$ cat config.mk
export PLATFORM = sky130hd
export DESIGN_NAME = reply_capture
export DESIGN_NICKNAME = d
export VERILOG_FILES = /design/src/verilog/reply_pkg.sv /design/src/verilog/reply_capture.sv /design/src/verilog/skid_pair.sv
export SDC_FILE = /design/constraint.sdc
export NUM_CORES = 1
export LEC_CHECK = 0
export BUFFER_PORTS_ARGS = -buffer_cell sky130_fd_sc_hd__buf_2
export CAP_MARGIN = 0
export CELL_PAD_IN_SITES_DETAIL_PLACEMENT = 0
export CELL_PAD_IN_SITES_GLOBAL_PLACEMENT = 1
export CORE_ASPECT_RATIO = 1.25
export CORE_MARGIN = 1
export CORE_UTILIZATION = 40
export CTS_CLUSTER_SIZE = 24
export DETAILED_ROUTE_END_ITERATION = 8
export HOLD_SLACK_MARGIN = 0.12
export PLACE_DENSITY = 0.72
export REMOVE_ABC_BUFFERS = 1
export SKIP_LAST_GASP = 1
export SLEW_MARGIN = 5
export SYNTH_ARGS = -nofsm -noshare
export SYNTH_HDL_FRONTEND = slang
export SYNTH_SLANG_ARGS = --single-unit
$ cat constraint.sdc
create_clock -name clk_sys -period 16.4 [get_ports clk_sys]
set_clock_uncertainty 0.1 [all_clocks]
set_input_delay 1.64 -clock clk_sys [delete_from_list [all_inputs] [get_ports clk_sys]]
set_output_delay 1.64 -clock clk_sys [all_outputs]
set_load 0.01 [all_outputs]
$ cat src/verilog/reply_pkg.sv
// What this block does
// - capture reply command index, six bits
// - long or R3 replies show all ones
// - reply word zero read-only, resets zero
// - short replies fill only word zero
// - long reply spread over four words
// - write one bit 31 flushes receive
// - write one bit 30 flushes transmit
// - report bytes held in receive queue
// - report free transmit bytes, reset 0x80
// - three-bit reply format code decoded
// - replies refresh only after command write
package reply_pkg;
    localparam logic [7:0] OFS_CMD = 8'h1C;
    localparam logic [7:0] OFS_INDEX = 8'h20;
    localparam logic [7:0] OFS_WORD0 = 8'h24;
    localparam logic [7:0] OFS_WORD1 = 8'h28;
    localparam logic [7:0] OFS_WORD2 = 8'h2C;
    localparam logic [7:0] OFS_WORD3 = 8'h30;
    localparam logic [7:0] OFS_QUEUE = 8'h34;
    localparam int CMD_INDEX_LSB = 0;
    localparam int CMD_TYPE_LSB = 8;
    localparam int RX_FLUSH_BIT = 31;
    localparam int TX_FLUSH_BIT = 30;
    localparam int RX_COUNT_LSB = 8;
    localparam int TX_COUNT_LSB = 0;
    localparam logic [31:0] RESET_WORD = 32'h0000_0000;
    localparam logic [7:0] TX_FREE_RESET = 8'h80;
    localparam logic [7:0] RX_HELD_RESET = 8'h00;
    localparam logic [5:0] LONG_INDEX = 6'h3F;
    localparam logic [2:0] FMT_R1 = 3'h0;
    localparam logic [2:0] FMT_R1B = 3'h1;
    localparam logic [2:0] FMT_R2 = 3'h2;
    localparam logic [2:0] FMT_R3 = 3'h3;
    localparam logic [2:0] FMT_NONE = 3'h4;
    typedef enum logic [1:0] {
        IDLE = 2'b00,
        WAIT = 2'b01,
        DONE = 2'b11
    } seq_t;
endpackage

$ cat src/verilog/reply_capture.sv
`timescale 1ns/1ps
`default_nettype none
// reply capture and queue status registers
module reply_capture (
    input wire logic clk_sys, // 40 MHz clock
    input wire logic rst, // async reset, high
    input wire logic ce, // clock enable
    input wire logic [7:0] addr, // register byte address
    input wire logic [31:0] wdata, // write data
    input wire logic wr, // write strobe
    input wire logic rd, // read strobe
    output logic [31:0] rdata, // read data, next cycle
    input wire logic [5:0] card_index, // reply index from card
    input wire logic [119:0] card_bits, // reply bits 127:8
    input wire logic card_valid, // reply complete pulse
    output logic card_ready, // buffer can take reply
    output logic [2:0] reply_format, // format of pending command
    output logic cmd_start, // command write pulse
    input wire logic [7:0] rx_held, // bytes held in rx queue
    input wire logic [7:0] tx_free, // bytes free in tx queue
    output logic rx_flush, // rx flush pulse
    output logic tx_flush // tx flush pulse
);
    logic [5:0] last_index, next_last_index;
    logic [31:0] word0, word1, word2, word3;
    logic [31:0] next_word0, next_word1, next_word2, next_word3;
    logic [2:0] fmt, next_fmt;
    reply_pkg::seq_t state, next_state;
    logic [31:0] next_rdata;
    logic next_cmd_start, next_rx_flush, next_tx_flush;
    logic [7:0] rx_held_q, tx_free_q, next_rx_held_q, next_tx_free_q;
    logic [133:0] buf_out;
    logic buf_valid, buf_take, buf_in_ready;
    logic next_card_ready;
    logic cmd_wr, queue_wr, capture;
    logic [2:0] cmd_fmt;

    // decode a format code into its long-reply class
    function automatic logic fmt_is_long(input logic [2:0] f);
        return (f == reply_pkg::FMT_R2) || (f == reply_pkg::FMT_R3);
    endfunction

    // decode a strobe aimed at one register offset
    function automatic logic bus_hit(input logic strobe,
        input logic [7:0] a, input logic [7:0] ofs);
        return strobe && (a == ofs);
    endfunction

    // reply buffer: drained every cycle, card side never stalls on software reads
    skid_pair u_buf (
        .clk_sys(clk_sys),
        .rst(rst),
        .ce(ce),
        .in_data({card_index, card_bits, 8'h00}),
        .in_valid(card_valid),
        .in_ready(buf_in_ready),
        .out_data(buf_out),
        .out_valid(buf_valid),
        .out_ready(buf_take)
    );

    // command register write and its format field
    assign cmd_wr = bus_hit(wr, addr, reply_pkg::OFS_CMD);
    assign cmd_fmt = wdata[reply_pkg::CMD_TYPE_LSB +: 3];
    // queue register write, source of the flush strobes
    assign queue_wr = bus_hit(wr, addr, reply_pkg::OFS_QUEUE);
    // a reply is taken only while one is awaited
    assign capture = (state == reply_pkg::WAIT) && buf_valid;
    // every reply leaves the buffer at once, stale ones are lost
    assign buf_take = buf_valid;

    // capture sequence next state
    always_comb begin
        next_state = state;
        case (state)
            reply_pkg::IDLE: begin
                // late replies are drained and dropped
                next_state = reply_pkg::IDLE;
            end
            reply_pkg::WAIT: begin
                // first reply of the command ends the wait
                if (buf_valid) begin
                    next_state = reply_pkg::DONE;
                end
            end
            reply_pkg::DONE: begin
                // holds until the next command write
                next_state = reply_pkg::DONE;
            end
            default: begin
                next_state = reply_pkg::IDLE;
            end
        endcase
        if (cmd_wr) begin
            if (cmd_fmt == reply_pkg::FMT_NONE) begin
                next_state = reply_pkg::IDLE;
            end else begin
                next_state = reply_pkg::WAIT;
            end
        end
    end

    // capture sequence register
    always_ff @(posedge clk_sys or posedge rst) begin
        if (rst) begin
            state <= reply_pkg::IDLE;
        end else if (ce) begin
            state <= next_state;
        end
    end

    // format code latched on command write
    always_comb begin
        next_fmt = fmt;
        // a command written while waiting replaces the format
        if (cmd_wr) begin
            next_fmt = cmd_fmt;
        end
    end

    // format register
    always_ff @(posedge clk_sys or posedge rst) begin
        if (rst) begin
            fmt <= reply_pkg::FMT_R1;
        end else if (ce) begin
            fmt <= next_fmt;
        end
    end

    // reply index next value
    always_comb begin
        next_last_index = last_index;
        // only the first reply of a command is taken
        if (capture) begin
            if (fmt_is_long(fmt)) begin
                next_last_index = reply_pkg::LONG_INDEX;
            end else begin
                next_last_index = buf_out[133:128];
            end
        end
    end

    // reply index register
    always_ff @(posedge clk_sys or posedge rst) begin
        if (rst) begin
            last_index <= 6'h00;
        end else if (ce) begin
            last_index <= next_last_index;
        end
    end

    // word zero takes reply bits 39:8 of every captured reply
    always_comb begin
        next_word0 = word0;
        if (capture) begin
            // status word or the low identity bits
            next_word0 = buf_out[39:8];
        end
    end

    // word zero register
    always_ff @(posedge clk_sys or posedge rst) begin
        if (rst) begin
            word0 <= reply_pkg::RESET_WORD;
        end else if (ce) begin
            word0 <= next_word0;
        end
    end

    // long reply spread over the upper words
    always_comb begin
        next_word1 = word1;
        next_word2 = word2;
        next_word3 = word3;
        // short replies leave these words alone
        if (capture && fmt == reply_pkg::FMT_R2) begin
            next_word1 = buf_out[71:40];
            next_word2 = buf_out[103:72];
            // top byte of word three stays reserved
            next_word3 = {8'h00, buf_out[127:104]};
        end
    end

    // upper word registers
    always_ff @(posedge clk_sys or posedge rst) begin
        if (rst) begin
            word1 <= reply_pkg::RESET_WORD;
            word2 <= reply_pkg::RESET_WORD;
            word3 <= reply_pkg::RESET_WORD;
        end else if (ce) begin
            word1 <= next_word1;
            word2 <= next_word2;
            word3 <= next_word3;
        end
    end

    // command strobe toward the link logic
    always_comb begin
        // stands one cycle after the write
        next_cmd_start = cmd_wr;
    end

    // command strobe register
    always_ff @(posedge clk_sys or posedge rst) begin
        if (rst) begin
            cmd_start <= 1'b0;
        end else if (ce) begin
            cmd_start <= next_cmd_start;
        end
    end

    // flush strobes, bits read back as zero
    always_comb begin
        next_rx_flush = 1'b0;
        next_tx_flush = 1'b0;
        if (queue_wr) begin
            next_rx_flush = wdata[reply_pkg::RX_FLUSH_BIT];
            next_tx_flush = wdata[reply_pkg::TX_FLUSH_BIT];
        end
    end

    // flush strobe registers
    always_ff @(posedge clk_sys or posedge rst) begin
        if (rst) begin
            rx_flush <= 1'b0;
            tx_flush <= 1'b0;
        end else if (ce) begin
            rx_flush <= next_rx_flush;
            tx_flush <= next_tx_flush;
        end
    end

    always_comb begin
        // no synchroniser: both counts come from this clock
        next_rx_held_q = rx_held;
        next_tx_free_q = tx_free;
    end

    // queue level registers
    always_ff @(posedge clk_sys or posedge rst) begin
        if (rst) begin
            rx_held_q <= reply_pkg::RX_HELD_RESET;
            tx_free_q <= reply_pkg::TX_FREE_RESET;
        end else if (ce) begin
            rx_held_q <= next_rx_held_q;
            tx_free_q <= next_tx_free_q;
        end
    end

    // room in the reply buffer, registered toward the card
    always_comb begin
        // lags one cycle, the two entries cover the lag
        next_card_ready = buf_in_ready;
    end

    // ready register
    always_ff @(posedge clk_sys or posedge rst) begin
        if (rst) begin
            card_ready <= 1'b0;
        end else if (ce) begin
            card_ready <= next_card_ready;
        end
    end

    // read mux, unmapped reads zero
    always_comb begin
        next_rdata = reply_pkg::RESET_WORD;
        if (rd) begin
            case (addr)
                // command register mirror, format only
                reply_pkg::OFS_CMD: next_rdata = {21'h0, fmt, 8'h00};
                reply_pkg::OFS_INDEX: next_rdata = {26'h0, last_index};
                // captured reply words
                reply_pkg::OFS_WORD0: next_rdata = word0;
                reply_pkg::OFS_WORD1: next_rdata = word1;
                reply_pkg::OFS_WORD2: next_rdata = word2;
                reply_pkg::OFS_WORD3: next_rdata = word3;
                reply_pkg::OFS_QUEUE: next_rdata = {16'h0, rx_held_q, tx_free_q};
                // unmapped offsets
                default: next_rdata = reply_pkg::RESET_WORD;
            endcase
        end
    end

    // read data register, zero when no read
    always_ff @(posedge clk_sys or posedge rst) begin
        if (rst) begin
            rdata <= reply_pkg::RESET_WORD;
        end else if (ce) begin
            rdata <= next_rdata;
        end
    end

    // format seen by the card side
    assign reply_format = fmt;
endmodule
`default_nettype wire

$ cat src/verilog/skid_pair.sv
`timescale 1ns/1ps
`default_nettype none
// two-entry buffer, valid/ready both sides
module skid_pair (
    input wire logic clk_sys, // clock
    input wire logic rst, // async reset
    input wire logic ce, // clock enable
    input wire logic [133:0] in_data, // word in
    input wire logic in_valid, // word offered
    output logic in_ready, // room free
    output logic [133:0] out_data, // word out
    output logic out_valid, // word held
    input wire logic out_ready // taker ready
);
    logic [133:0] mem [2];
    logic [133:0] next_mem [2];
    logic wp, rp, next_wp, next_rp;
    logic [1:0] cnt, next_cnt;
    logic push, pop;

    // pointer and storage update
    always_comb begin
        push = in_valid && (cnt != 2'h2);
        pop = out_ready && (cnt != 2'h0);
        next_mem = mem;
        next_wp = wp;
        next_rp = rp;
        next_cnt = cnt;
        if (push) begin
            next_mem[wp] = in_data;
            next_wp = ~wp;
        end
        if (pop) begin
            next_rp = ~rp;
        end
        next_cnt = cnt + {1'b0, push} - {1'b0, pop};
    end

    always_ff @(posedge clk_sys or posedge rst) begin
        if (rst) begin
            mem[0] <= '0;
            mem[1] <= '0;
            wp <= 1'b0;
            rp <= 1'b0;
            cnt <= 2'h0;
        end else if (ce) begin
            mem <= next_mem;
            wp <= next_wp;
            rp <= next_rp;
            cnt <= next_cnt;
        end
    end

    assign in_ready = (cnt != 2'h2);
    assign out_valid = (cnt != 2'h0);
    assign out_data = mem[rp];
endmodule
`default_nettype wire

== Word-level counts from Yosys, hierarchy flattened ==
Index checks and enable logic that the tools add are counted.

* Register bits after elaboration: 455
* Input port bits: 188

* Add/sub/neg operators: 2
* $lt $le $gt $ge: 3
* Equal/unequal tests: 14
* Multiplexer cells: 15
* Bitwise gates (word level): 4
* Reductions and logical operators: 14

{| class="wikitable"
|+ Operators by type and width
! cell !! number
|-
| two-way mux 134 bit || 4
|-
| bitwise mux 268 bit || 1
|-
| one-hot mux 32 bit (7 select lines) || 1
|-
| demux 134 bit (select 1 bit) || 1
|-
| == test 8 x 6 -> 1 bit, second input constant || 6
|-
| two-way mux 32 bit || 1
|-
| AND reduction 2 bit || 6
|-
| == test 8 x 5 -> 1 bit, second input constant || 1
|-
| == test 3 x 2 -> 1 bit, second input constant || 2
|-
| logical AND 1 bit || 6
|-
| two-way mux 6 bit || 1
|-
| >= comparator 2 bit, second input constant || 2
|-
| two-way mux 2 bit || 2
|-
| NOT 1 -> 2 bit || 2
|-
| one-hot mux 2 bit (2 select lines) || 1
|-
| == test 3 bit, second input constant || 1
|-
| two-way mux 1 bit || 3
|-
| != test 3 bit, second input constant || 1
|-
| adder 2 x 1 -> 2 bit || 1
|-
| == test 2 x 1 -> 1 bit, second input constant || 1
|-
| == test 2 bit, second input constant || 1
|-
| less-than comparator 2 x 1 -> 1 bit, second input constant || 1
|-
| != test 2 bit, second input constant || 1
|-
| NOT 1 bit || 2
|-
| 3 further kinds || 3
|}

== Logic depth before layout (Yosys ltp) ==
Gate-level depths: netlist of the first run.

* Depth after elaboration: 6
* Mapped depth: 7

== By module ==
From an unflattened synthesis of the first run, not the netlist that was laid out.

* Cells, all modules: 1375
* Area total of the unflattened synthesis: 20241.9 µm²

{| class="wikitable"
|+ By module, submodules not included
! module !! instances !! cells each !! area each (µm²) !! sequential area each (µm²)
|-
| skid_pair || 1 || 736 || 11955.2 || 6806.5
|-
| reply_capture || 1 || 639 || 8286.7 || 4580.6
|}

== Least setup slack after synthesis of the first run ==
No wires, ideal clock.

* Path kind: input -> register
* From: input addr[3]
* To: register rdata[4]
* Setup time: 0.132 ns
* Data arrival time: 2.831 ns
* Data required time: 16.168 ns
* Setup slack: 13.337 ns
* Stages on the path: 5
* Path buffers: 2
* Path through: buf_2 > buf_1 > mux4_2 > a222oi_1 > o2bb2ai_1

* Longest elaborated chain between the ends: 3
* Elaborated cells between the ends (all ways): 9
* Classes of those cells: eq/ne: 7; mux: 2

{| class="wikitable"
|+ RTL lines
! what !! RTL line !! RTL
|-
| from (decl) || reply_capture.sv:8 || <nowiki>input wire logic [7:0] addr,</nowiki>
|-
| == test 8 x 6 -> 1 bit or == test 8 x 5 -> 1 bit (tied branches) || reply_capture.sv:269 || <nowiki>case (addr)</nowiki>
|-
| one-hot mux 32 bit (7 select lines) (*) || reply_capture.sv:269 ||
|-
| two-way mux 32 bit (*) || reply_capture.sv:268 || <nowiki>if (rd) begin</nowiki>
|-
| to (signal assigned) || reply_capture.sv:288 || <nowiki>rdata <= reply_pkg::RESET_WORD;</nowiki>
|-
| to (signal assigned) || reply_capture.sv:290 || <nowiki>rdata <= next_rdata;</nowiki>
|-
| to (decl) || reply_capture.sv:12 || <nowiki>output logic [31:0] rdata,</nowiki>
|}

Every way passes the cells marked *; elsewhere a longest branch is shown, timed or not.
A chain may end at the register's enable or synchronous reset.

== Worst setup path after layout of the first run ==
* From: input ce
* To: register word2[12]

* Longest elaborated chain between the ends: 1

{| class="wikitable"
|+ RTL lines
! what !! RTL line !! RTL
|-
| from (decl) || reply_capture.sv:7 || <nowiki>input wire logic ce,</nowiki>
|-
| AND reduction 2 bit (no source line) || - ||
|-
| to (signal assigned) || reply_capture.sv:188 || <nowiki>word2 <= reply_pkg::RESET_WORD;</nowiki>
|-
| to (signal assigned) || reply_capture.sv:192 || <nowiki>word2 <= next_word2;</nowiki>
|-
| to (decl) || reply_capture.sv:25 || <nowiki>logic [31:0] word0, word1, word2, word3;</nowiki>
|}

No other way between the ends.

==> run_results.csv, run 1 <==
group,metric,value,unit
floorplan,design.die.area,46900,um^2
floorplan,rows,87,
route,drtIter0Drc,530,
route,drt-total-wl,45400,um
cts,h-tree-depth,2,
logic_synthesis,syn_inst,1377,
route,final_antenna_net_count,0,
layout,final_cells,2156,
critical_path,crit_required,16.76,ns
min_path,hold_path_class,"register to register",
floorplan,fp.dieH,242,um
route,drcViolationCount,0,
cts,cts-resized-gates,0,
layout,fillCellCount,4110,
logic_synthesis,syn_avg_cell_area,13.4,um^2
global_route,grt_pass1_wl,71300,um
timing,period_share,25.2,%
timing,tightest_slew,1.19,ns
critical_path,ff2ff_setup_slack,12.97,ns
logic_synthesis,synth_area,18400,um^2
timing,final.min_clock_period,4.14,ns
critical_path,crit_chain,"buf_2 > buf_4 > o21ai_1 > nor4b_4 > buf_4 > buf_4 > nor2_1 > a21oi_1",
run_status,status,"complete, no violations",
place,dp_cells,2078,
logic_synthesis,synth-seq-cells,439,
route,drtPass1Iterations,6,
power_and_ir_drop,max-vdd-ir-drop,0.0000967,V
timing,fmax,242,MHz
route,wire_per_inst,21.1,um
floorplan,core_area,45300,um^2
cts,postCtsSetupBuffers,0,
power_and_ir_drop,p_leak,9.78,nW
global_route,grt_max_degree,175,
timing,rsz0062_at_grt,"no",
critical_path,slowest_stage,"buf_4",
cts,tritoncts,"yes",
cts,numCtsBuffers,44,
global_route,gr-usage-all-layers,19.7,%
critical_path,path_max_fanout,72,
logic_synthesis,synth_edf_count,0,
layout,final_layout_size_suffix_gt1_share,37.0,%
layout,nNetsFinal,1734,
job,cap_violations,0,
min_path,hp-start,"rdata[20]$_DFFE_PP0P_",
timing,worst_slack,12.26,ns
critical_path,critical_path_buf_inv_count,4,
cts,hold_buffers,0,
place,dp_hpwl,27800,um
logic_synthesis,synth_flop_cell,"dfrtp_1",
critical_path,crit_family,"buffers and inverters",
place,place_area,19900,um^2
cts,clk_pin_slew,0.06,ns
critical_path,crit_path_start_kind,"primary input",
cts,clk_latency,0.55,ns
global_route,antenna_found_initial,8,
critical_path,crit_cells,8,
place,port_buffers,199,
critical_path,r2r-start,"reply_format[1]$_DFFE_PP0P_",
timing,setup_viol,0,
layout,design_area,21300,um^2
cts,clock_sinks,439,
floorplan,start_util,40.7,%
logic_synthesis,yosys_warnings,0,
floorplan,die_w,194,um
timing,fin_tns_setup,0,ns
power_and_ir_drop,power_density,159,nW/um^2
global_route,grt_pass1_vias,12300,
critical_path,ff2ff_path_depth,6,
timing,max_slew_margin,20.7,%
timing,slew_violations,0,
cts,cts_root_buf,"clkbuf_16",
critical_path,end_kind,"register",
critical_path,critPathKind,"primary input to register",
floorplan,ioPinCount,227,
layout,area_growth,15.7,%
critical_path,crit_end,"word2[12]$_DFFE_PP0P_",
critical_path,crit_path_frequent_cell,"buf_4",
critical_path,timing.rr.end,"word2[12]$_DFFE_PP0P_",
timing,hold_violations,0,
route,vias,11500,
critical_path,worst-endpoint-arrival,4.50,ns
place,gp_congestion,0.723,
logic_synthesis,synth-seq-area-share,59.6,%
critical_path,worstSetupStartpoint,"ce",
critical_path,cpPeakStageDelay,0.72,ns
global_route,grt_overflow,0,
place,place_ws,11.69,ns
logic_synthesis,synth_cell_type_count,50,
route,avgViaCountPerCell,5.35,
cts,clockBufferDepth,3,
logic_synthesis,async_flop_share,100,%
-- through the flow --
stage | hold WS (ns) | total power, mW | utilization (%)
5_1_grt | 0.400 | 3.59 | 47.1
4_1_cts | 0.390 | 3.45 | 47.0
6_report | 0.382 | 3.40 | 47.1
2_1_floorplan | 0.372 | 2.30 | -
3_3_place_gp | 0.371 | 2.40 | 44.0
3_5_place_dp | 0.373 | 2.44 | 44.0
-- worst reg2reg max path, cell delays in order (launching register included) --
cell,delay [ns]
dfrtp_1,0.42
nor2b_1,0.81
nor4b_4,0.36
buf_4,0.65
buf_4,0.73
nor2_1,0.15
a21oi_1,0.14
-- layout by cell type, fill, tap and decap left out, types with 3 or more instances in the layout --
| master | synthesis | final |
|---|---|---|
| a2bb2oi_1 | 6 | 6 |
| buf_4 | 6 | 17 |
| mux2i_1 | 122 | 122 |
| diode_2 | 0 | 3 |
| clkbuf_16 | 0 | 45 |
| a222oi_1 | 7 | 7 |
| nor2_1 | 129 | 128 |
| o2bb2ai_1 | 29 | 29 |
| a21oi_1 | 129 | 129 |
| inv_1 | 5 | 4 |
| a221oi_1 | 5 | 5 |
| clkbuf_8 | 0 | 9 |
| o22a_1 | 5 | 5 |
| mux2_2 | 288 | 288 |
| a22o_1 | 11 | 11 |
| o21ai_0 | 9 | 9 |
| a211oi_1 | 6 | 6 |
| buf_2 | 43 | 199 |
| dfrtp_1 | 438 | 437 |
| clkinv_2 | 0 | 3 |
| a32oi_1 | 3 | 3 |
| mux4_2 | 5 | 5 |
| clkbuf_1 | 35 | 14 |
| nand2_1 | 9 | 9 |
| nor2b_1 | 13 | 12 |
| a22oi_1 | 25 | 25 |
| nand3_1 | 4 | 4 |
-- synth_stat cells, types with 6 or more instances --
library cell / count / area, um^2
dfrtp_1: 438 / 11000
mux2_2: 288 / 3240
a21oi_1: 129 / 646
nor2_1: 129 / 484
mux2i_1: 122 / 1220
buf_2: 43 / 215
clkbuf_1: 35 / 131
o2bb2ai_1: 29 / 254
a22oi_1: 25 / 188
nor2b_1: 13 / 81.3
a22o_1: 11 / 96.3
buf_1: 10 / 37.5
nand2_1: 9 / 33.8
o21ai_0: 9 / 45.0
a222oi_1: 7 / 70.1
a211oi_1: 6 / 45.0
a2bb2oi_1: 6 / 52.6
buf_4: 6 / 45.0
-- routing by layer --
layer | part of all wire, % | track usage (%)
met5 | 0.18 | 0
met1 | 44 | 25.5
met2 | 49 | 33.8
met4 | 2.2 | 5.53
met3 | 4.0 | 3.44
-- worst min path at each step --
stage	endpoint	slack (ns)	depth (start not counted)
after CTS	rdata[7]$_DFFE_PP0P_	0.39	1
after detailed placement	rdata[20]$_DFFE_PP0P_	0.37	1
after floorplan	state[0]$_DFFE_PP0P_	0.37	1
after global routing	rdata[19]$_DFFE_PP0P_	0.40	1
final	rdata[20]$_DFFE_PP0P_	0.38	1
after global placement	rdata[14]$_DFFE_PP0P_	0.37	1
-- layout make-up --
class	count	area, um^2	area share [%]
sequential	439	11000	51.6
multi-input combinational	838	7020	33.0
clock buffer	68	1300	6.11
timing repair buffer	217	1140	5.37
tap	578	723	3.39
clock inverter	7	90.1	0.423
inverter	6	30.0	0.141
antenna	3	7.51	0.0352
-- cell families (layout without fill, tap and decap cells) --
| family | Yosys count | after routing | share of synthesized area (%) |
|---|---|---|---|
| muxes | 415 | 415 | 24.8 |
| AOI/OAI and AO/OA | 243 | 243 | 8.51 |
| buffers and inverters | 100 | 298 | 2.45 |
| xor gates and xnor gates | 2 | 2 | 0.0951 |
| and+or+nand+nor | 178 | 178 | 4.46 |
| other | 0 | 3 | 0 |
| DFF | 439 | 439 | 59.6 |
-- where the power goes --
group          switching (mW)  internal, mW
Clock                   0.409         0.575
Combinational           0.336         0.457
Sequential              0.187          1.43
Total                   0.932          2.46
-- state kept, by name, indices dropped and copies added (netlist names), 2 cells and up --
signal and count:
tx_free_q 8, last_index 6, word0 32, rx_held_q 8, u_buf.cnt 2, state 2, reply_format 3, u_buf.mem 252
rdata 32, word2 32, word1 32, word3 24
No activity file was read; power rests on OpenSTA's default activity.
==> run 2: changes to the inputs <==
==> constraint.sdc (replaced) <==
create_clock -name clk_sys -period 3.82 [get_ports clk_sys]
set_clock_uncertainty 0.1 [all_clocks]
set_input_delay 0.382 -clock clk_sys [delete_from_list [all_inputs] [get_ports clk_sys]]
set_output_delay 0.382 -clock clk_sys [all_outputs]
set_load 0.01 [all_outputs]
==> run 2 against run 1 <==
Count of clock-buffer cells in the layout fell by 1. Core utilization rose by 3.9 points. Routed wire length rose by 1.5%. Worst hold slack got worse by 0.22 ns. Global-route usage rose by 0.36 points. Sequential power rose to 4.3 times the previous value. Flip-flop and latch count did not move. Worst setup slack got worse by 11 ns. Critical endpoint is now tx_flush$_DFFE_PP0P_.
==> run_results.csv, run 2 (synthesis results as in run 1) <==
group,metric,value,unit
critical_path,critical_path_buf_inv_count,2,
cts,cts_root_buf,"clkbuf_16",
critical_path,crit_end,"tx_flush$_DFFE_PP0P_",
floorplan,fp.dieH,242,um
layout,largest_reg_flops,252,
timing,rsz0062_at_grt,"no",
timing,final.min_clock_period,2.41,ns
critical_path,timing.rr.end,"word2[20]$_DFFE_PP0P_",
route,drtIter0Drc,636,
place,dp_hpwl,28300,um
cts,clockBufferDepth,3,
power_and_ir_drop,p_leak,10.5,nW
route,drcViolationCount,0,
run_status,status,"complete, no violations",
floorplan,start_util,40.7,%
critical_path,path_max_fanout,16,
route,drtPass1Iterations,5,
route,avgViaCountPerCell,5.26,
power_and_ir_drop,power_density,643,nW/um^2
timing,setup_viol,0,
critical_path,critPathKind,"primary input to register",
place,gp_congestion,0.734,
critical_path,crit_cells,6,
cts,numCtsBuffers,45,
place,place_area,20100,um^2
global_route,antenna_found_initial,4,
critical_path,crit_required,4.21,ns
timing,worst_slack,1.41,ns
critical_path,crit_chain,"buf_2 > and3b_1 > and3_1 > nand2_1 > o21ai_0 > dlygate4sd3_1",
critical_path,cpPeakStageDelay,0.74,ns
timing,hold_ws,0.161,ns
power_and_ir_drop,fin_total_pwr,14.8,mW
layout,nNetsFinal,1897,
layout,largest_register,"u_buf.mem",
place,place_ws,1.04,ns
layout,final_cell_mix,"437 x dfrtp_1, 288 x mux2_2, 199 x buf_2",
min_path,hold_path_class,"primary input to register",
timing,tightest_slew,1.10,ns
critical_path,ff2ff_path_depth,5,
floorplan,die_w,194,um
critical_path,worstSetupStartpoint,"addr[2]",
timing,hold_violations,0,
layout,fin_util,50.9,%
cts,clk_latency,0.55,ns
cts,tritoncts,"yes",
global_route,grt_pass1_wl,73300,um
cts,h-tree-depth,2,
layout,layout_commonest_cell,"dfrtp_1",
critical_path,end_kind,"register",
layout,final_layout_size_suffix_gt1_share,34.6,%
layout,area_growth,25.2,%
cts,clock_sinks,439,
floorplan,core_area,45300,um^2
global_route,grt_max_degree,135,
route,drt-total-wl,46100,um
job,cap_violations,0,
route,vias,12200,
route,wire_per_inst,19.9,um
critical_path,ff2ff_setup_slack,1.69,ns
critical_path,r2r-start,"u_buf.cnt[0]$_DFFE_PP0P_",
timing,slew_violations,0,
global_route,grt_overflow,0,
floorplan,ioPinCount,227,
critical_path,crit_family,"simple AND/OR/NAND/NOR gates",
timing,max_slew_margin,26.5,%
floorplan,rows,87,
global_route,grt_pass1_vias,13000,
global_route,gr-usage-all-layers,20.1,%
timing,fmax,415,MHz
critical_path,slowest_stage,"and3b_1",
floorplan,design.die.area,46900,um^2
critical_path,crit_path_start_kind,"primary input",
route,final_antenna_net_count,0,
place,port_buffers,199,
cts,clk_pin_slew,0.06,ns
power_and_ir_drop,max-vdd-ir-drop,0.000395,V
layout,diodes,0,
layout,design_area,23100,um^2
timing,period_share,63.1,%
critical_path,worst-endpoint-arrival,2.80,ns
run 2: changes by cell type in the layout (fill, tap and decap cells not counted), sizes merged:
cell | previous run | this run
dlygate4sd3 | 0 | 151
buf | 217 | 228
clkinv | 3 | 7
diode | 3 | 0
bufinv | 2 | 1
clkbuf | 68 | 67
clkinvlp | 2 | 1
inv | 6 | 7
run 2: per-layer routing:
layer	global-route usage, %	up-vias	share of wire, %
met5	0	-	0.089
met4	5.91	8	2.4
met3	3.37	70	4.2
met2	34.4	221	50
met1	26.0	6266	44
li1	-	5630	-
run 2: final cells by class:
cell class	instances	area [um^2]
sequential	439	11000
timing repair buffer	379	2850
inverter	6	30.0
multi-input combinational	838	7020
fill	3937	22200
clock inverter	10	81.3
clock buffer	67	1360
tap	578	723
run 2: worst min path at each step:
| stage | start | end | cells after the start |
|---|---|---|---|
| detailed placement | rdata[19]$_DFFE_PP0P_ | rdata[19]$_DFFE_PP0P_ | 1 |
| global placement | rdata[25]$_DFFE_PP0P_ | rdata[25]$_DFFE_PP0P_ | 1 |
| CTS | wr | state[1]$_DFFE_PP0P_ | 4 |
| global route | wr | state[1]$_DFFE_PP0P_ | 4 |
| finish | wr | state[1]$_DFFE_PP0P_ | 4 |
| floorplan | ce | card_ready$_DFFE_PP0P_ | 1 |
run 2: worst reg2reg max path, delay by kind of cell (launching register included):
kind | cells | cell delay (ns)
simple gates | 2 | 0.57
buf+inv | 1 | 0.64
flops | 1 | 0.37
compound gates | 2 | 0.37
run 2: stage by stage:
stage                     setup TNS [ns]  std cells
final                                  0       2317
after global routing                   0       2317
after CTS                              0       2317
after detailed placement               0       2089
after global placement                 0       2089
after floorplan                 -4382.50       1283
run 2: where the power goes:
group | leakage, nW | internal [mW] | switching [mW]
logic | 4.32 | 2.09 | 1.54
registers | 5.52 | 6.15 | 0.752
clock network | 0.715 | 2.52 | 1.79
run 2: repair_timing:
item                                    in CTS  in global routing
hold buffers                               151                  0
setup buffers                                0                  0
endpoints found under the setup margin       0                  0
gates resized for setup                      0                  0
endpoints found under the hold margin      400                  0
